`config.mk`:
```
export PLATFORM = sky130hd
export DESIGN_NAME = axis_homing_sequencer
export DESIGN_NICKNAME = d
export VERILOG_FILES = /design/src/ahs_pkg.sv /design/src/axis_homing_sequencer.sv
export VERILOG_INCLUDE_DIRS = /design/src
export SDC_FILE = /design/constraint.sdc
export NUM_CORES = 1
export LEC_CHECK = 0
export ABC_AREA = 0
export BUFFER_PORTS_ARGS = -buffer_cell sky130_fd_sc_hd__buf_2
export CORE_MARGIN = 4
export CORE_UTILIZATION = 59
export DETAILED_ROUTE_END_ITERATION = 7
export PLACE_DENSITY_LB_ADDON = 0.2
export SETUP_SLACK_MARGIN = 0.3
export SLEW_MARGIN = 25
export SYNTH_ARGS = -nofsm -noshare
export SYNTH_HDL_FRONTEND = slang
export SYNTH_SLANG_ARGS = --single-unit
```
`constraint.sdc`:
```
create_clock -name core_clk -period 3 [get_ports core_clk]
set_input_delay 0.45 -clock core_clk [delete_from_list [all_inputs] [get_ports core_clk]]
set_output_delay 0.45 -clock core_clk [all_outputs]
set_load 0.02 [all_outputs]
```
`src/axis_homing_sequencer_regs.svh`:
```
// Purpose: Parameter numbers, field positions and reset values of the homing sequencer.
// Assumes: Parameter numbers are 10 bits wide.
// Notes: Definitions only.
`ifndef AXIS_HOMING_SEQUENCER_REGS_SVH
`define AXIS_HOMING_SEQUENCER_REGS_SVH
`define AHS_PN_MODE 10'h080
`define AHS_PN_METHOD 10'h0b3
`define AHS_PN_OFFSET 10'h0b5
`define AHS_PN_SW_SPEED 10'h0b7
`define AHS_PN_IX_SPEED 10'h0b9
`define AHS_PN_RAMP 10'h0bb
`define AHS_PN_CUR_LEVEL 10'h0bd
`define AHS_PN_CUR_TIME 10'h0bf
`define AHS_PN_CMD 10'h21c
`define AHS_PN_STATUS 10'h29c
`define AHS_PN_MODE_RB 10'h29e
`define AHS_MODE_HOMING 8'h06
`define AHS_CMD_START 4
`define AHS_CMD_HALT 8
`define AHS_ST_DONE 10
`define AHS_ST_ATTAINED 12
`define AHS_ST_ERROR 13
`define AHS_M_NEG_STOP 8'hef
`define AHS_M_POS_STOP 8'hee
`define AHS_M_HERE 8'h23
`define AHS_CUR_TIME_RESET 32'h000003e8
`endif

```
`src/ahs_pkg.sv`:
```
// Purpose: Types shared by the homing sequencer.
// Assumes: Nothing beyond SystemVerilog.
// Notes: Constants live in the register header.
package ahs_pkg;
  typedef enum logic [2:0] {
    AHS_IDLE = 3'b000,
    AHS_SEEKA = 3'b001,
    AHS_SEEKB = 3'b011,
    AHS_INDEX = 3'b010,
    AHS_CURRENT = 3'b110,
    AHS_STOP = 3'b111
  } ahs_state_t;
  typedef enum logic [1:0] {
    AHS_K_BAD = 2'h0,
    AHS_K_EDGE = 2'h1,
    AHS_K_INDEX = 2'h2,
    AHS_K_CURRENT = 2'h3
  } ahs_kind_t;
  typedef struct packed {
    ahs_kind_t kind;
    logic [1:0] sigSel;
    logic finalDir;
    logic startLevel;
    logic useIndex;
    logic here;
  } ahs_cfg_t;
endpackage

```
`src/axis_homing_sequencer.sv`:
```
// Purpose: Homing-mode sequencer: seeks a reference, then loads the home offset.
// Assumes: Axis inputs synchronous to core_clk; moveDir high means rightward (positive).
// Notes: Functional notes below.
// Functional notes
// - Methods one to thirty-five fix signal, direction.
// - Method 1: left, index right of negative-limit edge.
// - Method 2: right, index left of positive-limit edge.
// - Methods 3-6: direction from home switch level.
// - Reverse anywhere after home switch changes.
// - Methods 7-10 start right, 11-14 left.
// - Switch active at start: direction from edge.
// - Reverse at limit when moving away.
// - Methods 17-30 home on transition, no index.
// - Method 33 negative, 34 positive, first index.
// - Method 35 takes position, no motion.
// - Method -17 negative, home on current stop.
// - Method -18 positive, home on current stop.
// - Home offset separates home from zero.
// - Mode write immediate; motion by command word.
// - Command bit 4 starts, bit 8 halts.
// - Command bits 5 and 6 ignored.
// - Mode ends only at standstill after event.
// - Status bit 10 shows homing completed.
// - Status bit 12 shows homing successful.
// - Status bit 13 shows homing error.
`timescale 1ns/10ps
`include "axis_homing_sequencer_regs.svh"

module axis_homing_sequencer #(
  parameter int CURRENT_WIDTH = 16
) (
  input wire logic core_clk,
  input wire logic reset,
  input wire logic parWrite,
  input wire logic parRead,
  input wire logic [9:0] parameterNumber,
  input wire logic [31:0] parWrData,
  output logic [31:0] parRdData,
  output logic parRdValid,
  input wire logic negLimit,
  input wire logic posLimit,
  input wire logic homeSwitch,
  input wire logic indexPulse,
  input wire logic [CURRENT_WIDTH-1:0] motorCurrent,
  input wire logic motorStill,
  input wire logic quickStop,
  input wire logic faultStop,
  output logic moveEnable,
  output logic moveDir,
  output logic [31:0] moveSpeed,
  output logic [31:0] moveRamp,
  output logic positionLoad,
  output logic [31:0] positionLoadValue
);

  typedef struct packed {
    logic [7:0] mode;
    logic [7:0] method;
    logic [31:0] offset;
    logic [31:0] swSpeed;
    logic [31:0] ixSpeed;
    logic [31:0] ramp;
    logic [CURRENT_WIDTH-1:0] curLevel;
    logic [31:0] curTime;
    logic [15:0] cmd;
    logic prevStart;
    logic crossed;
    ahs_pkg::ahs_state_t state;
    ahs_pkg::ahs_cfg_t cfg;
    logic [31:0] cnt;
    logic success;
    logic attained;
    logic failed;
    logic moveEnable;
    logic moveDir;
    logic [31:0] moveSpeed;
    logic positionLoad;
    logic [31:0] rdData;
    logic rdValid;
  } ahs_regs_t;

  ahs_regs_t r;
  ahs_regs_t next_r;
  ahs_pkg::ahs_cfg_t startCfg;
  logic [15:0] statusWord;
  logic sigLevel;
  logic limitAhead;
  logic startEdge;
  logic stopReq;

  // Method table. Each entry names the signal, the direction of the final approach and the
  // signal level seen before the edge when moving that way.
  function automatic ahs_pkg::ahs_cfg_t method_cfg(input logic [7:0] m);
    ahs_pkg::ahs_cfg_t c;
    logic [7:0] b;
    c = '{kind: ahs_pkg::AHS_K_EDGE, sigSel: 2'h2, finalDir: 1'b0, startLevel: 1'b0,
          useIndex: 1'b1, here: 1'b0};
    b = m;
    if (m >= 8'h11 && m <= 8'h1e)
    begin
      b = m - 8'h10;
      c.useIndex = 1'b0;
    end
    unique case (b)
      8'h01: c = '{ahs_pkg::AHS_K_EDGE, 2'h0, 1'b1, 1'b1, c.useIndex, 1'b0};
      8'h02: c = '{ahs_pkg::AHS_K_EDGE, 2'h1, 1'b0, 1'b1, c.useIndex, 1'b0};
      8'h03: c = '{ahs_pkg::AHS_K_EDGE, 2'h2, 1'b0, 1'b1, c.useIndex, 1'b0};
      8'h04: c = '{ahs_pkg::AHS_K_EDGE, 2'h2, 1'b1, 1'b0, c.useIndex, 1'b0};
      8'h05: c = '{ahs_pkg::AHS_K_EDGE, 2'h2, 1'b1, 1'b1, c.useIndex, 1'b0};
      8'h06: c = '{ahs_pkg::AHS_K_EDGE, 2'h2, 1'b0, 1'b0, c.useIndex, 1'b0};
      8'h07, 8'h09: c = '{ahs_pkg::AHS_K_EDGE, 2'h2, 1'b0, 1'b1, c.useIndex, 1'b0};
      8'h08, 8'h0a: c = '{ahs_pkg::AHS_K_EDGE, 2'h2, 1'b1, 1'b0, c.useIndex, 1'b0};
      8'h0b, 8'h0d: c = '{ahs_pkg::AHS_K_EDGE, 2'h2, 1'b1, 1'b1, c.useIndex, 1'b0};
      8'h0c, 8'h0e: c = '{ahs_pkg::AHS_K_EDGE, 2'h2, 1'b0, 1'b0, c.useIndex, 1'b0};
      8'h21: c = '{ahs_pkg::AHS_K_INDEX, 2'h3, 1'b0, 1'b0, 1'b1, 1'b0};
      8'h22: c = '{ahs_pkg::AHS_K_INDEX, 2'h3, 1'b1, 1'b0, 1'b1, 1'b0};
      `AHS_M_HERE: c = '{ahs_pkg::AHS_K_INDEX, 2'h3, 1'b0, 1'b0, 1'b0, 1'b1};
      `AHS_M_NEG_STOP: c = '{ahs_pkg::AHS_K_CURRENT, 2'h3, 1'b0, 1'b0, 1'b0, 1'b0};
      `AHS_M_POS_STOP: c = '{ahs_pkg::AHS_K_CURRENT, 2'h3, 1'b1, 1'b0, 1'b0, 1'b0};
      default: c.kind = ahs_pkg::AHS_K_BAD;
    endcase
    return c;
  endfunction

  // Decoded views of the axis inputs and of the command word.
  always_comb
  begin
    startCfg = method_cfg(r.method);
    unique case (r.cfg.sigSel)
      2'h0: sigLevel = negLimit;
      2'h1: sigLevel = posLimit;
      default: sigLevel = homeSwitch;
    endcase
    limitAhead = r.moveDir ? posLimit : negLimit;
    // Bits 5 and 6 take no part in any decode here.
    startEdge = r.cmd[`AHS_CMD_START] & ~r.prevStart;
    stopReq = r.cmd[`AHS_CMD_HALT] | quickStop | (r.mode != `AHS_MODE_HOMING);
    statusWord = 16'h0000;
    statusWord[`AHS_ST_DONE] = r.attained & (r.state == ahs_pkg::AHS_IDLE);
    statusWord[`AHS_ST_ATTAINED] = r.attained;
    statusWord[`AHS_ST_ERROR] = r.failed;
  end

  // Next-state logic for the parameter port and the homing sequence.
  always_comb
  begin
    next_r = r;
    next_r.positionLoad = 1'b0;
    next_r.rdValid = parRead;
    next_r.prevStart = r.cmd[`AHS_CMD_START];
    // A write lands at once; only the command word can set the axis moving.
    if (parWrite)
    begin
      unique case (parameterNumber)
        `AHS_PN_MODE: next_r.mode = parWrData[7:0];
        `AHS_PN_METHOD: next_r.method = parWrData[7:0];
        `AHS_PN_OFFSET: next_r.offset = parWrData;
        `AHS_PN_SW_SPEED: next_r.swSpeed = parWrData;
        `AHS_PN_IX_SPEED: next_r.ixSpeed = parWrData;
        `AHS_PN_RAMP: next_r.ramp = parWrData;
        `AHS_PN_CUR_LEVEL: next_r.curLevel = parWrData[CURRENT_WIDTH-1:0];
        `AHS_PN_CUR_TIME: next_r.curTime = parWrData;
        `AHS_PN_CMD: next_r.cmd = parWrData[15:0];
        default: next_r.cmd = r.cmd;
      endcase
    end
    if (parRead)
    begin
      unique case (parameterNumber)
        `AHS_PN_MODE, `AHS_PN_MODE_RB: next_r.rdData = {24'h000000, r.mode};
        `AHS_PN_METHOD: next_r.rdData = {24'h000000, r.method};
        `AHS_PN_OFFSET: next_r.rdData = r.offset;
        `AHS_PN_SW_SPEED: next_r.rdData = r.swSpeed;
        `AHS_PN_IX_SPEED: next_r.rdData = r.ixSpeed;
        `AHS_PN_RAMP: next_r.rdData = r.ramp;
        `AHS_PN_CUR_LEVEL: next_r.rdData = 32'(r.curLevel);
        `AHS_PN_CUR_TIME: next_r.rdData = r.curTime;
        `AHS_PN_CMD: next_r.rdData = {16'h0000, r.cmd};
        `AHS_PN_STATUS: next_r.rdData = {16'h0000, statusWord};
        default: next_r.rdData = 32'h00000000;
      endcase
    end
    next_r.moveSpeed = (r.state == ahs_pkg::AHS_INDEX) ? r.ixSpeed : r.swSpeed;
    unique case (r.state)
      ahs_pkg::AHS_IDLE:
      begin
        if (startEdge && r.mode == `AHS_MODE_HOMING)
        begin
          next_r.cfg = startCfg;
          next_r.attained = 1'b0;
          next_r.failed = 1'b0;
          next_r.success = 1'b0;
          next_r.cnt = 32'h00000000;
          next_r.moveDir = startCfg.finalDir;
          if (startCfg.kind == ahs_pkg::AHS_K_BAD)
          begin
            next_r.failed = 1'b1;
            next_r.state = ahs_pkg::AHS_STOP;
          end
          else if (startCfg.here)
          begin
            next_r.success = 1'b1;
            next_r.state = ahs_pkg::AHS_STOP;
          end
          else if (startCfg.kind == ahs_pkg::AHS_K_CURRENT)
          begin
            next_r.moveEnable = 1'b1;
            next_r.state = ahs_pkg::AHS_CURRENT;
          end
          else if (startCfg.kind == ahs_pkg::AHS_K_INDEX)
          begin
            next_r.moveEnable = 1'b1;
            next_r.state = ahs_pkg::AHS_INDEX;
          end
          else
          begin
            next_r.moveEnable = 1'b1;
            // Already past the edge: back off first, against the final direction.
            if (method_level(startCfg.sigSel) != startCfg.startLevel)
            begin
              next_r.moveDir = ~startCfg.finalDir;
              next_r.crossed = 1'b1;
              next_r.state = ahs_pkg::AHS_SEEKA;
            end
            else
            begin
              next_r.state = ahs_pkg::AHS_SEEKB;
            end
          end
        end
      end
      ahs_pkg::AHS_SEEKA:
      begin
        // After a reversal at a limit the switch must be crossed once, or the search
        // would bounce straight back into the limit it has just left.
        if (sigLevel != r.cfg.startLevel)
        begin
          next_r.crossed = 1'b1;
        end
        if (sigLevel == r.cfg.startLevel && r.crossed)
        begin
          next_r.moveDir = r.cfg.finalDir;
          next_r.state = ahs_pkg::AHS_SEEKB;
        end
        else if (limitAhead)
        begin
          next_r.failed = 1'b1;
          next_r.moveEnable = 1'b0;
          next_r.state = ahs_pkg::AHS_STOP;
        end
      end
      ahs_pkg::AHS_SEEKB:
      begin
        if (sigLevel != r.cfg.startLevel)
        begin
          if (r.cfg.useIndex)
          begin
            next_r.state = ahs_pkg::AHS_INDEX;
          end
          else
          begin
            next_r.success = 1'b1;
            next_r.moveEnable = 1'b0;
            next_r.state = ahs_pkg::AHS_STOP;
          end
        end
        else if (limitAhead && r.cfg.sigSel == 2'h2)
        begin
          next_r.moveDir = ~r.cfg.finalDir;
          next_r.crossed = 1'b0;
          next_r.state = ahs_pkg::AHS_SEEKA;
        end
        else if (limitAhead)
        begin
          next_r.failed = 1'b1;
          next_r.moveEnable = 1'b0;
          next_r.state = ahs_pkg::AHS_STOP;
        end
      end
      ahs_pkg::AHS_INDEX:
      begin
        if (indexPulse)
        begin
          next_r.success = 1'b1;
          next_r.moveEnable = 1'b0;
          next_r.state = ahs_pkg::AHS_STOP;
        end
        else if (limitAhead)
        begin
          next_r.failed = 1'b1;
          next_r.moveEnable = 1'b0;
          next_r.state = ahs_pkg::AHS_STOP;
        end
      end
      ahs_pkg::AHS_CURRENT:
      begin
        // The count restarts whenever current dips, so only a steady push counts.
        if (motorCurrent > r.curLevel)
        begin
          next_r.cnt = r.cnt + 32'h00000001;
        end
        else
        begin
          next_r.cnt = 32'h00000000;
        end
        if (motorCurrent > r.curLevel && r.cnt > r.curTime)
        begin
          next_r.success = 1'b1;
          next_r.moveEnable = 1'b0;
          next_r.state = ahs_pkg::AHS_STOP;
        end
        else if (limitAhead)
        begin
          next_r.failed = 1'b1;
          next_r.moveEnable = 1'b0;
          next_r.state = ahs_pkg::AHS_STOP;
        end
      end
      ahs_pkg::AHS_STOP:
      begin
        next_r.moveEnable = 1'b0;
        // The run is not closed until the motor has come to rest.
        if (motorStill)
        begin
          next_r.state = ahs_pkg::AHS_IDLE;
          next_r.attained = r.success & ~r.failed;
          next_r.positionLoad = r.success & ~r.failed;
        end
      end
    endcase
    // Halt, quick stop or a drive fault ends any run in motion; a fault counts as an error.
    if (r.state != ahs_pkg::AHS_IDLE && r.state != ahs_pkg::AHS_STOP && (stopReq || faultStop))
    begin
      next_r.moveEnable = 1'b0;
      next_r.success = 1'b0;
      next_r.failed = faultStop | next_r.failed;
      next_r.state = ahs_pkg::AHS_STOP;
    end
  end

  function automatic logic method_level(input logic [1:0] sel);
    logic v;
    v = (sel == 2'h0) ? negLimit : (sel == 2'h1) ? posLimit : homeSwitch;
    return v;
  endfunction

  // State register.
  always_ff @(posedge core_clk)
  begin
    if (reset)
    begin
      r <= '0;
      r.curTime <= `AHS_CUR_TIME_RESET;
      r.state <= ahs_pkg::AHS_IDLE;
    end
    else
    begin
      r <= next_r;
    end
  end

  // Every output is a plain view of the state register.
  assign parRdData = r.rdData;
  assign parRdValid = r.rdValid;
  assign moveEnable = r.moveEnable;
  assign moveDir = r.moveDir;
  assign moveSpeed = r.moveSpeed;
  assign moveRamp = r.ramp;
  assign positionLoad = r.positionLoad;
  assign positionLoadValue = r.offset;

endmodule

```
**Word-level counts from Yosys, hierarchy flattened**

Cells that the tools add are included.

- Input port bits: 69
- Output and inout port bits: 132
- Bits in registers: 324
- Word-level logic and storage cells: 224

- Add/sub/neg operators: 2
- $lt $le $gt $ge: 4
- Mux-type cells: 69
- Reductions and logical operators: 43
- Eq/ne operators: 66
- Bitwise logic cells: 12

Operator list:

| operator | number |
|---|---|
| $pmux W32 S10 | 1 |
| $eq A10 B8 Y1 const B | 8 |
| $mux W32 | 2 |
| $pmux W32 S2 | 1 |
| $pmux W6 S10 | 1 |
| $eq A8 B4 Y1 const B | 7 |
| $mux W49 | 1 |
| $eq A8 B3 Y1 const B | 5 |
| $mux W3 | 12 |
| $mux W1 | 33 |
| $add A32 B1 Y32 const B | 1 |
| $gt A32 B32 Y1 | 1 |
| $eq A10 B10 Y1 const B | 3 |
| $ne A2 B2 Y1 const B | 14 |
| $eq A8 B6 Y1 const B | 3 |
| $reduce_and A2 Y1 | 12 |
| $pmux W3 S6 | 1 |
| $eq A8 B2 Y1 const B | 2 |
| $eq A8 B8 Y1 const B | 2 |
| $gt A16 B16 Y1 | 1 |
| $mux W2 | 8 |
| $reduce_or A3 Y1 | 5 |
| $reduce_or A14 Y1 | 1 |
| $ne A3 B3 Y1 const B | 4 |
| 36 further kinds | 67 |

**Logic depth before layout (Yosys ltp)**

Gate-level depths: netlist of run 1.

- Depth in word-level cells: 19
- Gate-level depth with buffers: 12
- Depth with buffers taken out: 10

**Worst setup path before layout of run 1**

No wires, ideal clock.

- Path kind: input to register
- Start point: input port motorCurrent[2]
- End point: register r[94] in the netlist's numbering
- Setup slack: 393 ps
- Cell stages on the path: 11
- Data arrival time: 2480 ps
- Setup time: 128 ps
- Cells stage by stage: ha_1 > a21o_1 > a21o_1 > a2111oi_0 > o31a_1 > or3_1 > clkbuf_1 > clkbuf_1 > o21ai_1 > a22oi_1 > nor2_1

- Cells in the longest elaborated chain, start to end: 3

RTL lines:

| element | line | source |
|---|---|---|
| start, declared | axis_homing_sequencer.sv:44 | `input wire logic [CURRENT_WIDTH-1:0] motorCurrent,` |
| $gt A16 B16 Y1 | axis_homing_sequencer.sv:298 | `if (motorCurrent > r.curLevel)` |
| $mux W32 | axis_homing_sequencer.sv:298 |  |
| $pmux W32 S2 | axis_homing_sequencer.sv:184 | `unique case (r.state)` |
| end signal, assigned | axis_homing_sequencer.sv:358 | `r <= next_r;` |
| end, declared | axis_homing_sequencer.sv:82 | `ahs_regs_t r;` |

No other way between the ends.
A chain may end at the register's enable or synchronous reset.

**Final worst setup path of run 1**

- Start point: register r[156] in the netlist's numbering
- End point: register r[70] in the netlist's numbering

- Cells in the longest elaborated chain, start to end: 4

RTL lines:

| element | line | source |
|---|---|---|
| $gt A32 B32 Y1 | axis_homing_sequencer.sv:306 | `if (motorCurrent > r.curLevel && r.cnt > r.curTime)` |
| $logic_and A1 B1 Y1 | axis_homing_sequencer.sv:306 |  |
| $ne A2 B2 Y1 (no line) | -- |  |
| $reduce_and A6 Y1 (no line) | -- |  |

No other way between the ends.

==> run_results.csv, run 1 <==
group,metric,value,unit
synthesis,netlist_area,0.0162,mm2
floorplanning,die_area,0.0302,mm2
clock_tree,path_clk_slew,0.06,ns
synthesis,yosys_warnings,0,
finish,drive_gt1_frac,0.181,
detailed_routing,via_per_inst,6.12,
synthesis,yosysSeqAreaShare,0.396,
clock_tree,cts-root-buf,"clkbuf_16",
finish,diodes,0,
placement,io_buffers,200,
setup_path,cp.required,3.46,ns
run_status,outcome,"complete, no violations",
flow_run,cap_violations,0,
timing,finalHoldViolCount,0,
hold_path,holdCritPathClass,"input port to flop",
finish,nets,2261,
detailed_routing,drc,0,
finish,n_fill_cell,2308,
detailed_routing,dr.pass1.iters,8,
clock_tree,clkSinkCount,321,
detailed_routing,routed_wl,51600,um
timing,setup_viol,0,
timing,min_period,2.64,ns
synthesis,synthArstFlopShare,0,
synthesis,synthTopCellsByArea,"dfxtp_1 40%, nand2_1 12%, a21oi_1 9.6%",
synthesis,syn_inst,2107,
timing,tightestPinTransition,0.788,ns
detailed_routing,dr_total_vias,15300,
clock_tree,cts_buffers,35,
detailed_routing,final_antenna_net_count,0,
timing,timing.final.crit_share,0.880,
grt,antenna_found_initial,0,
setup_path,critPathKind,"flop to flop",
timing,timing.hold.ws,0.212,ns
placement,dp.cells,2437,
grt,grt.total_usage,0.321,
grt,grt_overflow,0,
clock_tree,cts_max_level,2,
placement,hpwlAfterDp,34800,um
floorplanning,fp.dieW,174,um
timing,fin_skew,0.0134,ns
synthesis,ys_ff_latch,321,
clock_tree,clock_path_buffers,3,
placement,globalplace.congestion,0.971,
clock_tree,cts_tree,"built",
power_and_ir_drop,peakVddDrop,443,uV
timing,fmax,379,MHz
finish,utilization,0.672,
grt,grt_pass1_vias,14300,
timing,rsz0062_at_grt,"true",
setup_path,crit_arrival,3.10,ns
synthesis,synth_ff_type,"dfxtp_1",
clock_tree,clk_latency,0.52,ns
finish,stdcell_count,2506,
detailed_routing,wl_per_cell,20.6,um
power_and_ir_drop,total_power,0.00900,W
power_and_ir_drop,cellLeakagePower,6.98,nW
floorplanning,core-area,0.0270,mm2
finish,syn_to_final_growth,12.1,%
synthesis,yosysTopAreaCellShare,0.396,
synthesis,ys_types,79,
detailed_routing,first_iter_violations,1709,
setup_path,cp-end-kind,"flop",
grt,grt_max_degree,174,
floorplanning,die_y,174,um
floorplanning,placementRows,60,
setup_path,crit_fanout,3,
grt,grt_pass1_wl,79200,um
setup_path,crit_slowest_cell,"or3b_2",
synthesis,syn-num-nets,2227,
power_and_ir_drop,power.density,495,mW/mm2
setup_path,crit_path_cell_trace,"inv_1 > ha_1 > and4_1 > nand3_1 > or3b_2 > o22ai_1 > nand2b_1 > o211ai_1 > a32oi_1 > o211a_1",
floorplanning,start_util,0.600,
synthesis,synth_edf_count,0,
timing,max_slew_margin,0.475,
synthesis,synth_top_area_cell,"dfxtp_1",
floorplanning,ios,201,
setup_path,max_stage_delay,0.44,ns
synthesis,syn_avg_cell_area,7.70,um2
setup_path,start_kind,"flop",
timing,finalSetupTns,0,ns
timing,slew_viol_final,0,
[sequential cells by signal (all words and copies together), names as in the netlist, 32 cells and up]
signal and count:
positionLoadValue 32, moveSpeed 32, parRdData 32, r 188, moveRamp 32
[stage by stage]
| step | setup WS [ns] | area (um2) |
|---|---|---|
| after floorplan | 0.393 | 16200 |
| after global placement | -0.0860 | 16700 |
| after detailed placement | -0.118 | 16700 |
| after CTS | 0.314 | 17900 |
| after global routing | 0.268 | 18200 |
| final | 0.361 | 18200 |
[area by class of cell]
| cell class | instances | area [um2] | area share |
|---|---|---|---|
| Multi-Input combinational cell | 1462 | 8270 | 0.455 |
| Clock buffer | 48 | 1010 | 0.0554 |
| Tap cell | 341 | 427 | 0.0235 |
| Inverter | 58 | 218 | 0.0120 |
| Sequential cell | 321 | 6450 | 0.355 |
| Timing Repair Buffer | 263 | 1640 | 0.0904 |
| Clock inverter | 13 | 163 | 0.00895 |
[cell usage in the layout, fill, tap and decap left out, types with 13 or more instances in the layout]
| cell type | Yosys | layout |
|---|---|---|
| a21o_1 | 14 | 13 |
| a21oi_1 | 311 | 308 |
| a222oi_1 | 21 | 21 |
| a22oi_1 | 30 | 30 |
| and3_1 | 18 | 18 |
| buf_2 | 7 | 199 |
| buf_4 | 128 | 51 |
| clkbuf_16 | 0 | 38 |
| dfxtp_1 | 321 | 306 |
| dfxtp_2 | 0 | 14 |
| ha_1 | 51 | 46 |
| inv_1 | 57 | 54 |
| mux2i_1 | 39 | 39 |
| nand2_1 | 523 | 523 |
| nand2b_1 | 21 | 21 |
| nand3_1 | 23 | 23 |
| nand4_1 | 13 | 13 |
| nor2_1 | 97 | 93 |
| nor2b_1 | 36 | 35 |
| nor3_1 | 24 | 21 |
| o21ai_0 | 41 | 40 |
| o21ai_1 | 16 | 16 |
| o22ai_1 | 15 | 14 |
[final timing paths]
path | cells past startpoint | slack [ns] | endpoint | from
setup / recovery | 10 | 0.36 | r[70] | r[156]
setup reg to reg | 10 | 0.36 | r[70] | r[156]
hold reg to reg | 2 | 0.46 | r[130] | r[130]
hold / removal | 3 | 0.21 | r[268] | parWrData[24]
[worst max-delay path, delay by kind of cell, from the launching register on]
kind                       cells  cell delay (ns)
and+or+nand+nor                4             1.03
AOI/OAI and AO/OA              4             0.81
DFF                            1             0.36
adders and majority gates      1             0.27
buffers and inverters          1             0.09
[routing by layer]
layer  share of wire  vias up  global-route usage
met1            0.40     7236               0.414
met3           0.089      130              0.0528
met4           0.043        0               0.132
li1                -     7167                   -
met2            0.47      796               0.536
met5               0        -                   0
[cell usage after synthesis (11+ instances only)]
master	n
nand2_1	523
dfxtp_1	321
a21oi_1	311
buf_4	128
clkbuf_1	123
nor2_1	97
inv_1	57
ha_1	51
o21ai_0	41
mux2i_1	39
nor2b_1	36
a22oi_1	30
nor3_1	24
nand3_1	23
a222oi_1	21
nand2b_1	21
and3_1	18
o21ai_1	16
o22ai_1	15
a21o_1	14
nand4_1	13
a221oi_1	12
and2_1	11
nor4_1	11
[kinds of logic after synthesis]
group,after synthesis,synth area share
AOI/OAI and AO/OA,538,0.204
xor gates and xnor gates,6,0.00324
adders and majority gates,51,0.0394
buffers and inverters,324,0.106
DFF,321,0.396
muxes,50,0.0319
and+or+nand+nor,817,0.220
[where the power goes]
part / leakage [nW] / total (W) / internal, W / switching (W)
registers: 2.59 / 0.00427 / 0.00426 / 0.00000255
clock network: 0.568 / 0.00439 / 0.00261 / 0.00178
logic: 3.82 / 0.000345 / 0.000101 / 0.000244
[what timing repair did]
action                                  4_1_cts  5_1_grt
setup buffers                                 2        3
hold buffers                                  0        0
pin swaps                                     2       16
gates cloned                                  0        2
endpoints found under the setup margin       38       32
gates resized for setup                       6       39
Power figures use the tool's default switching activity.
==> run 2, diff against run 1 <==
--- a/config.mk
+++ b/config.mk
@@ -11,6 +11,7 @@
 export CORE_MARGIN = 4
 export CORE_UTILIZATION = 59
 export DETAILED_ROUTE_END_ITERATION = 7
+export HOLD_SLACK_MARGIN = 0.12
 export PLACE_DENSITY_LB_ADDON = 0.2
 export SETUP_SLACK_MARGIN = 0.3
 export SLEW_MARGIN = 25
==> constraint.sdc (replaced) <==
create_clock -name core_clk -period 2.75 [get_ports core_clk]
set_input_delay 0.4125 -clock core_clk [delete_from_list [all_inputs] [get_ports core_clk]]
set_output_delay 0.4125 -clock core_clk [all_outputs]
set_load 0.02 [all_outputs]
==> run 2 against run 1 <==
Routed wire length is 2.4% higher; highest routed layer unchanged; combinational power is 15% higher; sequential cell count stayed put; die area stayed put; utilization is 3.1 points higher; setup slack worse by 0.33 ns; global-route usage is 0.65 points higher; clock skew is 0.0025 ns lower; final cell count is 2.0% higher; critical path type unchanged; critical path depth is 4 higher; register-to-register slack worse by 0.33 ns; sequential power is 9.1% higher.
==> run_results.csv, run 2 (synthesis results as in run 1) <==
group,metric,value,unit
finish,multiInputGateArea,0.00860,mm2
timing,timing.hold.ws,0.181,ns
placement,dp.cells,2473,
power_and_ir_drop,p_sw_frac,0.221,
grt,grt_pass1_vias,15000,
timing,min_period,2.72,ns
finish,ff_latch_area,0.00645,mm2
detailed_routing,wl_per_cell,20.7,um
setup_path,cp.required,3.19,ns
floorplanning,die_y,174,um
finish,syn_to_final_growth,17.3,%
placement,io_buffers,200,
finish,top_register,"r",
grt,grt_pass1_wl,81300,um
clock_tree,clk_latency,0.52,ns
clock_tree,cts-root-buf,"clkbuf_16",
timing,tightestPinTransition,0.733,ns
grt,use_met3,0.0521,
timing,finalHoldViolCount,0,
finish,stdcell_count,2556,
run_status,outcome,"complete, no violations",
detailed_routing,final_antenna_net_count,0,
finish,diodes,0,
finish,nets,2313,
detailed_routing,routed_wl,52800,um
timing,finalSetupTns,0,ns
floorplanning,die_area,0.0302,mm2
power_and_ir_drop,clkPwrFrac,0.491,
timing,setup_viol,0,
power_and_ir_drop,pwr-share-seq,0.469,
timing,max_slew_margin,0.507,
setup_path,cp-end-kind,"flop",
flow_run,cap_violations,0,
grt,grt_max_degree,147,
timing,timing.final.crit_share,0.988,
detailed_routing,drc,0,
grt,grt.busiest_layer,"met2",
finish,final_common_cell,"nand2_1",
floorplanning,core-area,0.0270,mm2
clock_tree,cts_tree,"built",
clock_tree,ctsHoldBuffers,0,
finish,largest_reg_flops,188,
setup_path,critPathKind,"flop to flop",
setup_path,crit_path_cell_trace,"inv_2 > ha_4 > nand4_1 > o22ai_2 > a2111oi_4 > buf_4 > o31a_1 > buf_6 > or3_4 > buf_12 > buf_16 > o21ai_4 > nand2_2 > a21oi_2",
power_and_ir_drop,p_comb_frac,0.040,
grt,grt_overflow,0,
setup_path,crit_fanout,8,
grt,antenna_found_initial,0,
clock_tree,cts_max_level,2,
placement,globalplace.congestion,0.955,
clock_tree,cts_buffers,36,
timing,rsz0062_at_grt,"true",
grt,use_met1,0.426,
grt,met2_usage,0.536,
setup_path,max_stage_delay,0.40,ns
timing,slew_viol_final,0,
timing,fin_skew,0.0109,ns
clock_tree,path_clk_slew,0.06,ns
grt,grt.total_usage,0.327,
placement,hpwlAfterDp,35000,um
hold_path,holdCritPathClass,"input port to flop",
setup_path,r2r_slack,0.03,ns
floorplanning,start_util,0.600,
power_and_ir_drop,cellLeakagePower,7.33,nW
power_and_ir_drop,p_int,0.00773,W
power_and_ir_drop,p_switching,0.00220,W
setup_path,crit_arrival,3.16,ns
power_and_ir_drop,power.density,522,mW/mm2
setup_path,reg2reg_from,"r[167]",
detailed_routing,dr.pass1.iters,6,
setup_path,start_kind,"flop",
clock_tree,clock_path_buffers,3,
floorplanning,placementRows,60,
setup_path,cp-startpoint,"r[167]",
setup_path,crit_slowest_cell,"or3_4",
detailed_routing,first_iter_violations,2275,
finish,drive_gt1_frac,0.227,
detailed_routing,dr_total_vias,15900,
power_and_ir_drop,peakVddDrop,470,uV
hold_path,worstHoldStart,"parWrData[16]",
clock_tree,clkSinkCount,321,
finish,n_fill_cell,2138,
finish,layout_common_cells,"520 x nand2_1, 301 x a21oi_1, 301 x dfxtp_1, 199 x buf_2, 91 x nor2_1",
timing,fmax,368,MHz
detailed_routing,via_per_inst,6.21,
floorplanning,ios,201,
floorplanning,fp.dieW,174,um
## run 2: changes by cell type in the layout (fill, tap and decap cells not counted), sizes merged
cell,change
buf,+52
clkbuf,+3
clkinv,-2
clkinvlp,-2
inv,-1
## run 2: layout make-up
type | instances | area share
Clock buffer | 52 | 0.0558
Clock inverter | 8 | 0.00618
Tap cell | 341 | 0.0224
Inverter | 58 | 0.0114
Timing Repair Buffer | 314 | 0.113
Multi-Input combinational cell | 1462 | 0.452
Sequential cell | 321 | 0.339
## run 2: routing by layer
layer  vias to the layer above  routed length (um)
li1                       7298                   -
met1                      7425               20800
met2                       954               24500
met3                       188                4910
met4                         0                2620
met5                         -                   0
## run 2: repair_timing
| action | 4_1_cts | 5_1_grt |
|---|---|---|
| pin swaps | 48 | 35 |
| buffers inserted | 13 | 5 |
| hold endpoints to repair | 0 | 0 |
| gates cloned | 4 | 1 |
| gates resized for setup | 91 | 41 |
| setup endpoints to repair | 40 | 42 |
## run 2: power by group through the flow
stage,Clock (W),Sequential [W],Combinational [W]
finish,0.00487,0.00466,0.000398
global route,0.00507,0.00465,0.000419
CTS,0.00488,0.00466,0.000380
detailed placement,0,0.00476,0.000359
global placement,0,0.00476,0.000358
floorplan,0,0.00476,0.000180
## run 2: worst max-delay path, delay by kind of cell, from the launching register on
family                   cells  cell delay [ns]
flip-flops                   1             0.33
AO/OA/AOI/OAI                5             0.80
buffers and inverters        5             0.64
AND/OR/NAND/NOR              3             0.62
adder cells (fa/ha/maj)      1             0.26
## run 2: worst paths after layout
| path | end | cells past startpoint |
|---|---|---|
| worst max-delay path | r[80] | 14 |
| worst min-delay path | r[148] | 3 |
| worst max register to register | r[80] | 14 |
| worst min register to register | r[121] | 2 |
## run 2: through the flow
stage | power (W) | utilization | worst slack (ns) | cell area, um2
after detailed placement | 0.00512 | 0.630 | -0.217 | 17000
final | 0.00992 | 0.704 | 0.0326 | 19000
after global placement | 0.00512 | 0.630 | -0.0756 | 17000
after floorplan | 0.00494 | - | 0.291 | 16200
after CTS | 0.00992 | 0.695 | 0.148 | 18800
after global routing | 0.0101 | 0.704 | -0.0820 | 19000
